**src/rtl/sfc_pkg.sv**
```systemverilog
// package for the serial fifo control and status block
package sfc_pkg;
    localparam int DEPTH      = 16;
    localparam int CNT_W      = 5;
    localparam int PTR_W      = 4;
    localparam int ADDR_W     = 4;

    // register indices (byte address = index times four)
    localparam logic [ADDR_W-1:0] REG_FIFO_CONTROL    = 4'h0;
    localparam logic [ADDR_W-1:0] REG_FIFO_FILL_COUNT = 4'h1;
    localparam logic [ADDR_W-1:0] REG_FIFO_STAGE_ERR  = 4'h2;
    localparam logic [ADDR_W-1:0] REG_TX_FIFO_DATA    = 4'h3;
    localparam logic [ADDR_W-1:0] REG_RX_FIFO_DATA    = 4'h4;
    localparam logic [ADDR_W-1:0] REG_SERIAL_STATUS   = 4'h5;

    localparam logic [7:0]  FIFO_CONTROL_RESET = 8'h00;
    localparam logic [31:0] UNMAPPED_READ      = 32'h0000_0000;

    // fill count field positions
    localparam int TX_CNT_LSB = 8;
    localparam int RX_CNT_LSB = 0;

    // status bit positions, and the error bit of the receive data read
    localparam int ST_RX_FULL  = 0;
    localparam int ST_TX_EMPTY = 1;
    localparam int ST_RX_ERR   = 2;
    localparam int ST_CTS      = 3;
    localparam int RXD_ERR_BIT = 8;

    localparam logic [CNT_W-1:0] FULL_COUNT = 5'h10;
    localparam logic [CNT_W-1:0] RX_TRIG_0 = 5'h01;
    localparam logic [CNT_W-1:0] RX_TRIG_1 = 5'h04;
    localparam logic [CNT_W-1:0] RX_TRIG_2 = 5'h08;
    localparam logic [CNT_W-1:0] RX_TRIG_3 = 5'h0e;
    localparam logic [CNT_W-1:0] TX_TRIG_0 = 5'h08;
    localparam logic [CNT_W-1:0] TX_TRIG_1 = 5'h04;
    localparam logic [CNT_W-1:0] TX_TRIG_2 = 5'h02;
    localparam logic [CNT_W-1:0] TX_TRIG_3 = 5'h01;

    typedef struct packed {
        logic [1:0] rx_trigger_sel;
        logic [1:0] tx_trigger_sel;
        logic       modem_ctrl_enable;
        logic       tx_fifo_flush;
        logic       rx_fifo_flush;
        logic       loopback;
    } sfc_ctrl_s;

    typedef struct packed {
        logic [ADDR_W-1:0] addr;
        logic [31:0]       wdata;
        logic              wr;
        logic              rd;
    } sfc_bus_s;

    // received character from the shift logic: data plus parity/framing error
    typedef struct packed {
        logic       valid;
        logic       err;
        logic [7:0] data;
    } sfc_rx_char_s;
endpackage

```
**src/rtl/sfc_top.sv**
```systemverilog
// fifo management of the serial port: triggers, flushes, counts, modem gating, loopback, stage errors
//
// Our own choices: the plain strobed port and the register addresses.
`timescale 1ns/10ps
`default_nettype none
module sfc_top
    import sfc_pkg::*;
(
    input  wire logic                    core_clk,
    input  wire logic                    rstn,
    input  wire sfc_pkg::sfc_bus_s       bus,
    output logic [31:0]                  rdata,
    input  wire logic                    module_standby,
    input  wire logic                    standby_mode,
    input  wire sfc_pkg::sfc_rx_char_s   rx_char,
    input  wire logic                    tx_take,
    output logic [7:0]                   tx_char,
    output logic                         tx_char_valid,
    input  wire logic                    txd_shift,
    input  wire logic                    rxd_pin,
    output logic                         txd_pin,
    output logic                         rxd_shift,
    input  wire logic                    cts_n_pin,
    input  wire logic                    rts_n_req,
    output logic                         cts_n_eff,
    output logic                         rts_n_pin,
    output logic                         rx_full_flag,
    output logic                         tx_empty_flag
);
    import sfc_pkg::*;

    function automatic logic [CNT_W-1:0] rx_trig(input logic [1:0] sel);
        case (sel)
            2'h0:    rx_trig = RX_TRIG_0;
            2'h1:    rx_trig = RX_TRIG_1;
            2'h2:    rx_trig = RX_TRIG_2;
            default: rx_trig = RX_TRIG_3;
        endcase
    endfunction

    function automatic logic [CNT_W-1:0] tx_trig(input logic [1:0] sel);
        case (sel)
            2'h0:    tx_trig = TX_TRIG_0;
            2'h1:    tx_trig = TX_TRIG_1;
            2'h2:    tx_trig = TX_TRIG_2;
            default: tx_trig = TX_TRIG_3;
        endcase
    endfunction

    // one decode helper for every register strobe, so pushes, pops and writes agree on addresses
    function automatic logic reg_hit(input logic              strobe,
                                     input logic [ADDR_W-1:0] addr, input logic [ADDR_W-1:0] index);
        reg_hit = strobe && addr == index;
    endfunction

    // a push and a pop in one cycle cancel and leave the count alone
    function automatic logic [CNT_W-1:0] count_step(input logic [CNT_W-1:0] count,
                                                    input logic push, input logic pop);
        count_step = count + CNT_W'(push) - CNT_W'(pop);
    endfunction

    sfc_ctrl_s          fifo_control;
    sfc_ctrl_s          next_fifo_control;
    logic [7:0]         tx_mem [DEPTH];
    logic [7:0]         rx_mem [DEPTH];
    logic [PTR_W-1:0]   tx_rd_ptr;
    logic [PTR_W-1:0]   tx_wr_ptr;
    logic [PTR_W-1:0]   rx_rd_ptr;
    logic [PTR_W-1:0]   rx_wr_ptr;
    logic [PTR_W-1:0]   next_tx_rd_ptr;
    logic [PTR_W-1:0]   next_tx_wr_ptr;
    logic [PTR_W-1:0]   next_rx_rd_ptr;
    logic [PTR_W-1:0]   next_rx_wr_ptr;
    logic [CNT_W-1:0]   tx_count;
    logic [CNT_W-1:0]   rx_count;
    logic [CNT_W-1:0]   next_tx_count;
    logic [CNT_W-1:0]   next_rx_count;
    logic [DEPTH-1:0]   stage_error_flags, next_stage_error_flags;
    logic [31:0]        next_rdata;
    logic               standby_clr;
    logic               stage_clr;
    logic               tx_push, tx_pop, rx_push, rx_pop;
    logic               tx_flush, rx_flush;
    logic               ctrl_wr, tx_data_wr, rx_data_rd;
    logic [7:0]         next_tx_char;
    logic               next_tx_char_valid;
    logic               next_rx_full_flag;
    logic               next_tx_empty_flag;
    logic               next_txd_pin;
    logic               next_rxd_shift;
    logic               next_cts_n_eff;
    logic               next_rts_n_pin;

    // standby clears the control register and both fifos as reset does, but synchronously
    assign standby_clr = module_standby | standby_mode;
    assign tx_flush    = standby_clr | fifo_control.tx_fifo_flush;
    assign rx_flush    = standby_clr | fifo_control.rx_fifo_flush;
    // standby mode keeps the stage error flags; only module standby and reset clear them all, a pop clears its own stage
    assign stage_clr   = module_standby;

    // strobes decoded once; the bus never waits, so a strobe acts in the cycle it stands
    assign ctrl_wr    = reg_hit(bus.wr, bus.addr, REG_FIFO_CONTROL);
    assign tx_data_wr = reg_hit(bus.wr, bus.addr, REG_TX_FIFO_DATA);
    assign rx_data_rd = reg_hit(bus.rd, bus.addr, REG_RX_FIFO_DATA);

    // a full fifo drops pushes, an empty one ignores pops; neither case is reported
    assign tx_push = tx_data_wr && tx_count != FULL_COUNT;
    assign tx_pop  = tx_take && tx_count != '0;
    assign rx_push = rx_char.valid && rx_count != FULL_COUNT;
    assign rx_pop  = rx_data_rd && rx_count != '0;

    always_comb begin
        next_fifo_control = fifo_control;
        if (standby_clr) begin
            next_fifo_control = sfc_ctrl_s'(FIFO_CONTROL_RESET);
        end else if (ctrl_wr) begin
            next_fifo_control = sfc_ctrl_s'(bus.wdata[7:0]);
        end
    end

    always_comb begin
        next_tx_rd_ptr = tx_rd_ptr;
        next_tx_wr_ptr = tx_wr_ptr;
        next_tx_count  = tx_count;
        if (tx_flush) begin
            next_tx_rd_ptr = '0;
            next_tx_wr_ptr = '0;
            next_tx_count  = '0;
        end else begin
            if (tx_push) begin
                next_tx_wr_ptr = tx_wr_ptr + 1'b1;
            end
            if (tx_pop) begin
                next_tx_rd_ptr = tx_rd_ptr + 1'b1;
            end
            next_tx_count = count_step(tx_count, tx_push, tx_pop);
        end
    end

    always_comb begin
        next_rx_rd_ptr = rx_rd_ptr;
        next_rx_wr_ptr = rx_wr_ptr;
        next_rx_count  = rx_count;
        if (rx_flush) begin
            next_rx_rd_ptr = '0;
            next_rx_wr_ptr = '0;
            next_rx_count  = '0;
        end else begin
            if (rx_push) begin
                next_rx_wr_ptr = rx_wr_ptr + 1'b1;
            end
            if (rx_pop) begin
                next_rx_rd_ptr = rx_rd_ptr + 1'b1;
            end
            next_rx_count = count_step(rx_count, rx_push, rx_pop);
        end
    end

    // flags follow absolute stage positions; flush resets pointers but keeps flags
    always_comb begin
        next_stage_error_flags = stage_error_flags;
        if (stage_clr) begin
            next_stage_error_flags = '0;
        end else begin
            if (rx_pop) begin
                next_stage_error_flags[rx_rd_ptr] = 1'b0;
            end
            // a new erroneous byte into a stage wins over the clear of that stage
            if (rx_push && !rx_flush) begin
                next_stage_error_flags[rx_wr_ptr] = rx_char.err;
            end
        end
    end

    always_comb begin
        next_rdata = UNMAPPED_READ;
        if (bus.rd) begin
            case (bus.addr)
                REG_FIFO_CONTROL: begin
                    next_rdata[7:0] = fifo_control;
                end
                REG_FIFO_FILL_COUNT: begin
                    // unused count bits stay zero from the default
                    next_rdata[TX_CNT_LSB +: CNT_W] = tx_count;
                    next_rdata[RX_CNT_LSB +: CNT_W] = rx_count;
                end
                REG_FIFO_STAGE_ERR: begin
                    next_rdata[DEPTH-1:0] = stage_error_flags;
                end
                REG_RX_FIFO_DATA: begin
                    if (rx_count != '0) begin
                        next_rdata[7:0] = rx_mem[rx_rd_ptr];
                        next_rdata[RXD_ERR_BIT] = stage_error_flags[rx_rd_ptr];
                    end
                end
                REG_SERIAL_STATUS: begin
                    next_rdata[ST_RX_FULL]  = rx_full_flag;
                    next_rdata[ST_TX_EMPTY] = tx_empty_flag;
                    next_rdata[ST_RX_ERR]   = |stage_error_flags;
                    next_rdata[ST_CTS]      = cts_n_eff;
                end
                default: next_rdata = UNMAPPED_READ;
            endcase
        end
    end

    // status flags follow the counts after the same edge
    always_comb begin
        next_rx_full_flag  = next_rx_count >= rx_trig(next_fifo_control.rx_trigger_sel);
        next_tx_empty_flag = next_tx_count <= tx_trig(next_fifo_control.tx_trigger_sel);
    end

    // a byte written into an empty fifo is not in the array yet, so it is bypassed to the head
    always_comb begin
        next_tx_char_valid = next_tx_count != '0;
        if (tx_push && !tx_flush && next_tx_rd_ptr == tx_wr_ptr) begin
            next_tx_char = bus.wdata[7:0];
        end else begin
            next_tx_char = tx_mem[next_tx_rd_ptr];
        end
    end

    always_comb begin
        // line held idle high while looping back, so the partner sees nothing
        next_txd_pin   = next_fifo_control.loopback ? 1'b1 : txd_shift;
        next_rxd_shift = next_fifo_control.loopback ? txd_shift : rxd_pin;
        // modem control off: the far side is taken as always clear to send
        next_cts_n_eff = next_fifo_control.modem_ctrl_enable ? cts_n_pin : 1'b0;
        next_rts_n_pin = next_fifo_control.modem_ctrl_enable ? rts_n_req : 1'b0;
    end

    // standby reaches the reset value through the next-value logic
    always_ff @(posedge core_clk or negedge rstn) begin
        if (!rstn) begin
            fifo_control <= sfc_ctrl_s'(FIFO_CONTROL_RESET);
        end else begin
            fifo_control <= next_fifo_control;
        end
    end

    always_ff @(posedge core_clk or negedge rstn) begin
        if (!rstn) begin
            tx_rd_ptr <= '0;
            tx_wr_ptr <= '0;
            tx_count  <= '0;
        end else begin
            tx_rd_ptr <= next_tx_rd_ptr;
            tx_wr_ptr <= next_tx_wr_ptr;
            tx_count  <= next_tx_count;
        end
    end

    always_ff @(posedge core_clk or negedge rstn) begin
        if (!rstn) begin
            rx_rd_ptr <= '0;
            rx_wr_ptr <= '0;
            rx_count  <= '0;
        end else begin
            rx_rd_ptr <= next_rx_rd_ptr;
            rx_wr_ptr <= next_rx_wr_ptr;
            rx_count  <= next_rx_count;
        end
    end

    always_ff @(posedge core_clk or negedge rstn) begin
        if (!rstn) begin
            stage_error_flags <= '0;
        end else begin
            stage_error_flags <= next_stage_error_flags;
        end
    end

    // read data stands for one cycle only and is zero otherwise
    always_ff @(posedge core_clk or negedge rstn) begin
        if (!rstn) begin
            rdata <= '0;
        end else begin
            rdata <= next_rdata;
        end
    end

    always_ff @(posedge core_clk or negedge rstn) begin
        if (!rstn) begin
            rx_full_flag  <= 1'b0;
            tx_empty_flag <= 1'b0;
        end else begin
            rx_full_flag  <= next_rx_full_flag;
            tx_empty_flag <= next_tx_empty_flag;
        end
    end

    always_ff @(posedge core_clk or negedge rstn) begin
        if (!rstn) begin
            tx_char       <= '0;
            tx_char_valid <= 1'b0;
        end else begin
            tx_char       <= next_tx_char;
            tx_char_valid <= next_tx_char_valid;
        end
    end

    always_ff @(posedge core_clk or negedge rstn) begin
        if (!rstn) begin
            txd_pin   <= 1'b1;
            rxd_shift <= 1'b1;
            cts_n_eff <= 1'b0;
            rts_n_pin <= 1'b0;
        end else begin
            txd_pin   <= next_txd_pin;
            rxd_shift <= next_rxd_shift;
            cts_n_eff <= next_cts_n_eff;
            rts_n_pin <= next_rts_n_pin;
        end
    end

    // storage needs no reset; counts decide what is valid
    always_ff @(posedge core_clk) begin
        if (tx_push && !tx_flush) begin
            tx_mem[tx_wr_ptr] <= bus.wdata[7:0];
        end
    end

    always_ff @(posedge core_clk) begin
        if (rx_push && !rx_flush) begin
            rx_mem[rx_wr_ptr] <= rx_char.data;
        end
    end
endmodule
`default_nettype wire

```
**config.mk**
```make
export PLATFORM = sky130hd
export DESIGN_NAME = sfc_top
export DESIGN_NICKNAME = d
export VERILOG_FILES = /design/src/rtl/sfc_pkg.sv /design/src/rtl/sfc_top.sv
export SDC_FILE = /design/constraint.sdc
export NUM_CORES = 1
export LEC_CHECK = 0
export BUFFER_PORTS_ARGS = -buffer_cell sky130_fd_sc_hd__buf_2
export CORE_ASPECT_RATIO = 1.2
export CORE_MARGIN = 8
export CORE_UTILIZATION = 60
export CTS_BUF_LIST = sky130_fd_sc_hd__clkbuf_4 sky130_fd_sc_hd__clkbuf_8
export DETAILED_ROUTE_END_ITERATION = 10
export PLACE_DENSITY_LB_ADDON = 0.12
export SYNTH_ARGS = -nofsm -noshare
export SYNTH_HDL_FRONTEND = slang
export SYNTH_SLANG_ARGS = --single-unit
```
**constraint.sdc**
```tcl
create_clock -name core_clk -period 3.8 [get_ports core_clk]
set_input_delay 0.19 -clock core_clk [delete_from_list [all_inputs] [get_ports core_clk]]
set_output_delay 0.19 -clock core_clk [all_outputs]
set_load 0.005 [all_outputs]
```
==> metrics.md <==
| Metric | Value |
|---|---|
| DIE AREA | 30900 um2 |
| Worst Max-Slew Pin Slew | roughly 1100 ps |
| Number of max-cap violations | 0 |
| CTS buffer count | 52 |
| Crit-path max FO | 15 |
| CTS tree | yes |
| Clock transition at path regs | roughly 70 ps |
| Total wire length | between 30000 and 40000 um |
| PwrDens | around 490 nW/um2 |
| DRC errors left | 0 |
| Largest net degree at the start of global routing | 54 |
| Peak supply drop | approximately 0.38 mV |
| GRT Util Overall | around 24% |
| Clk_lat worst skew | just under 600 ps |
| Fin. Hold Viols | 0 |
| Post-Layout Cell Count | roughly 1600 |
| Critical path data arrival time | 3770 ps |
| WHS Path Cells | 2 |
| Flop2flop setup slack | just over 500 ps |
| Max Transition Viols Final | 0 |
| Area of the multi-input gates | about 5000 um2 |
| Maximum clock frequency | between 300 and 400 MHz |
| DRT antenna net count | 0 |
| Syn-to-layout area delta | 13.1% |
| Starting Density | between 60% and 70% |
| Register area | 9720 um2 |
| Worst rel slew slack | around 30% |
| Ratio of cells with drive above 1 in the final layout | about a fifth |
| Min Tclk post-route | between 3000 and 4000 ps |
| CTS sink cnt | around 340 |
| Mapped Area | 15300 um2 |
| Core area | approximately 25000 um2 |
| Period Utilization, post-route | between 80% and 90% |
| Nets@finish | ~1300 |
| Iter 0 DRT Violations | about 940 |
| Leak | ~6.2 nW |
| H-tree depth | 2 |
| Worst Hold Class | input port to register |
| # rows | 64 |
| Total chip power | approximately 0.0084 W |
| Mapped Avg Cell Area | around 14 um2 |
| Clock Path Buffers | 3 |
| Post-placement cell area | roughly 16000 um2 |
| Grt ovf | 0 |
| Final Util | between 60% and 70% |
| GPL Wtd Cong | 0.940 |
| Hpwl dp | between 20000 and 30000 um |
| Clk root buf | clkbuf_8 |
| Cells after DPL | around 1500 |
| Chip width | about 160 um |
| R2r startpoint | tx_count[3] |
| Post-synth EDFFs | between 200 and 300 |
| Post-synth top flop | edfxtp_1 |
| Drt first pass iters | 6 |
| Post-cts resize count | 0 |
| Port bufs | 63 |
| Fill cells | 1811 |
| Setup TNS | 0 ps |
| Final Skew | roughly 30 ps |
| I/O pin total | 104 |
| R2R depth | 11 |
| Antenna violations before repair | 1 |
| Critical Path Source Type | register |
| DR WL/cell | between 20 and 25 um |
| First-pass GRT wire length | around 58000 um |
| Yosys reg bits | between 300 and 400 |
| Crit path required time | 4290 ps |
| Post-synth ARST share | 24.0% |
| Finish-stage setup viols | 0 |
| Synth unique cells | 74 |
| Die height | between 150 and 200 um |
| Outcome | finished clean |
| Synth Warn # | 0 |
| Critical Path Sink Type | register |
| Critical path type | register to register |
| Vias in the first global route | about 10000 |
| Worst R2R End | tx_char[3] |
| Via count | 10100 |
| Commonest non-fill, non-tap cell in the layout | edfxtp_1 |
| Hold_sp | module_standby |
| Synth Instances | 1123 |
| Seq/Total Area, Yosys | a little under two thirds |
| Hold Path End | stage_error_flags[2] |
| RSZ-0062 raised after global routing | no |
| Commonest cells after routing, fill and taps aside | edfxtp_1 (256), nor2_1 (91), dfrtp_1 (78) |
| Post-DR vias/cell | about 6.3 |
| Post-route cell area | 17300 um2 |
-- stage by stage --
step | hold slack (ps) | setup slack (ps)
floorplan | -106 | 549
global placement | 306 | 577
finish | 54.1 | 516
CTS | 17.3 | 506
detailed placement | 319 | 521
global route | 34.6 | 251
-- cell type report --
class	instances	area share [%]
multi-input combinational	678	29.5
sequential	337	56.1
inverter	43	0.932
tap	330	2.38
clock buffer	74	5.23
clock inverter	18	0.961
antenna	1	0.0144
timing repair buffer	127	4.87
-- where the power goes --
| part | switching, W | internal [W] | leakage (nW) | total [W] |
|---|---|---|---|---|
| Combinational | 0.000819 | 0.000438 | 2.29 | 0.00126 |
| Sequential | 0.0000438 | 0.00402 | 3.40 | 0.00406 |
| Clock | 0.00137 | 0.00174 | 0.564 | 0.00311 |
-- cell usage after synthesis, drive strengths merged (7+ instances only) --
| cell type | number | share of area [%] |
|---|---|---|
| a22oi | 11 | 0.54 |
| nand4 | 16 | 0.65 |
| o311a | 8 | 0.52 |
| a21boi | 10 | 0.49 |
| mux2i | 18 | 1.2 |
| o311ai | 9 | 0.51 |
| o21ai | 41 | 1.3 |
| nor2b | 7 | 0.29 |
| o211ai | 11 | 0.54 |
| nor2 | 92 | 2.3 |
| o22ai | 9 | 0.37 |
| nand3 | 27 | 1.0 |
| xnor2 | 12 | 0.69 |
| a21oi | 64 | 2.2 |
| o221ai | 12 | 0.69 |
| ha | 33 | 2.7 |
| a41oi | 9 | 0.56 |
| and2 | 13 | 0.53 |
| mux2 | 15 | 1.1 |
| clkbuf | 42 | 1.0 |
| nand2b | 8 | 0.33 |
| nor3 | 33 | 1.1 |
| dfrtp | 79 | 13 |
| nor4 | 10 | 0.41 |
| a221oi | 8 | 0.46 |
| nand2 | 62 | 1.5 |
| xor2 | 9 | 0.51 |
| buf | 38 | 1.5 |
| inv | 42 | 1.0 |
| a31oi | 7 | 0.29 |
| edfxtp | 256 | 50 |
| mux4 | 45 | 6.6 |
| and3 | 14 | 0.57 |
-- flip-flops by register name, summed over array words and instances (netlist names), 4 cells and up --
register and cells:
tx_char 8, stage_error_flags 16, rx_wr_ptr 4, tx_rd_ptr 4, rx_rd_ptr 4, tx_count 5, rdata 16, tx_mem 128
rx_mem 128, rx_count 5, fifo_control 8, tx_wr_ptr 4
-- what timing repair did --
item                      4_1_cts  5_1_grt
hold buffers                   18        0
setup buffers                   0        0
hold endpoints to repair      209        0
-- cell families after synthesis --
family,after synthesis,synth area share (%)
buffers and inverters,123,3.62
AOI/OAI and AO/OA,231,10.4
adders and majority gates,35,2.96
other,1,0.0245
DFF,337,63.4
and+or+nand+nor,297,9.46
xor gates and xnor gates,21,1.20
muxes,78,8.89
-- per-layer routing --
layer | track usage (%) | share of wire [%] | up-vias
met5 | 0 | 0 | -
met4 | 13.1 | 5.3 | 0
met3 | 4.01 | 6.7 | 111
met2 | 42.0 | 51 | 482
met1 | 29.1 | 37 | 4997
li1 | - | - | 4522
-- worst max-delay path by stage --
stage	from	to	slack, ps	cells past startpoint
3_3_place_gp	tx_count[2]	tx_empty_flag	580	16
6_report	tx_count[3]	tx_char[3]	520	11
4_1_cts	tx_count[2]	tx_empty_flag	510	16
2_1_floorplan	rx_count[2]	rx_full_flag	550	14
3_5_place_dp	tx_count[2]	tx_empty_flag	520	16
5_1_grt	tx_count[2]	tx_empty_flag	250	16
-- critical path: stages, from the launching register on --
cell and delay, ps:
dfrtp_1 410, inv_1 90, ha_1 160, or4b_1 550, buf_4 250, a21oi_2 480, buf_4 270, nor3_1 70
a221oi_1 400, o311a_1 280, a41oi_1 80, mux2i_1 160
No activity file was read; power rests on OpenSTA's default activity.
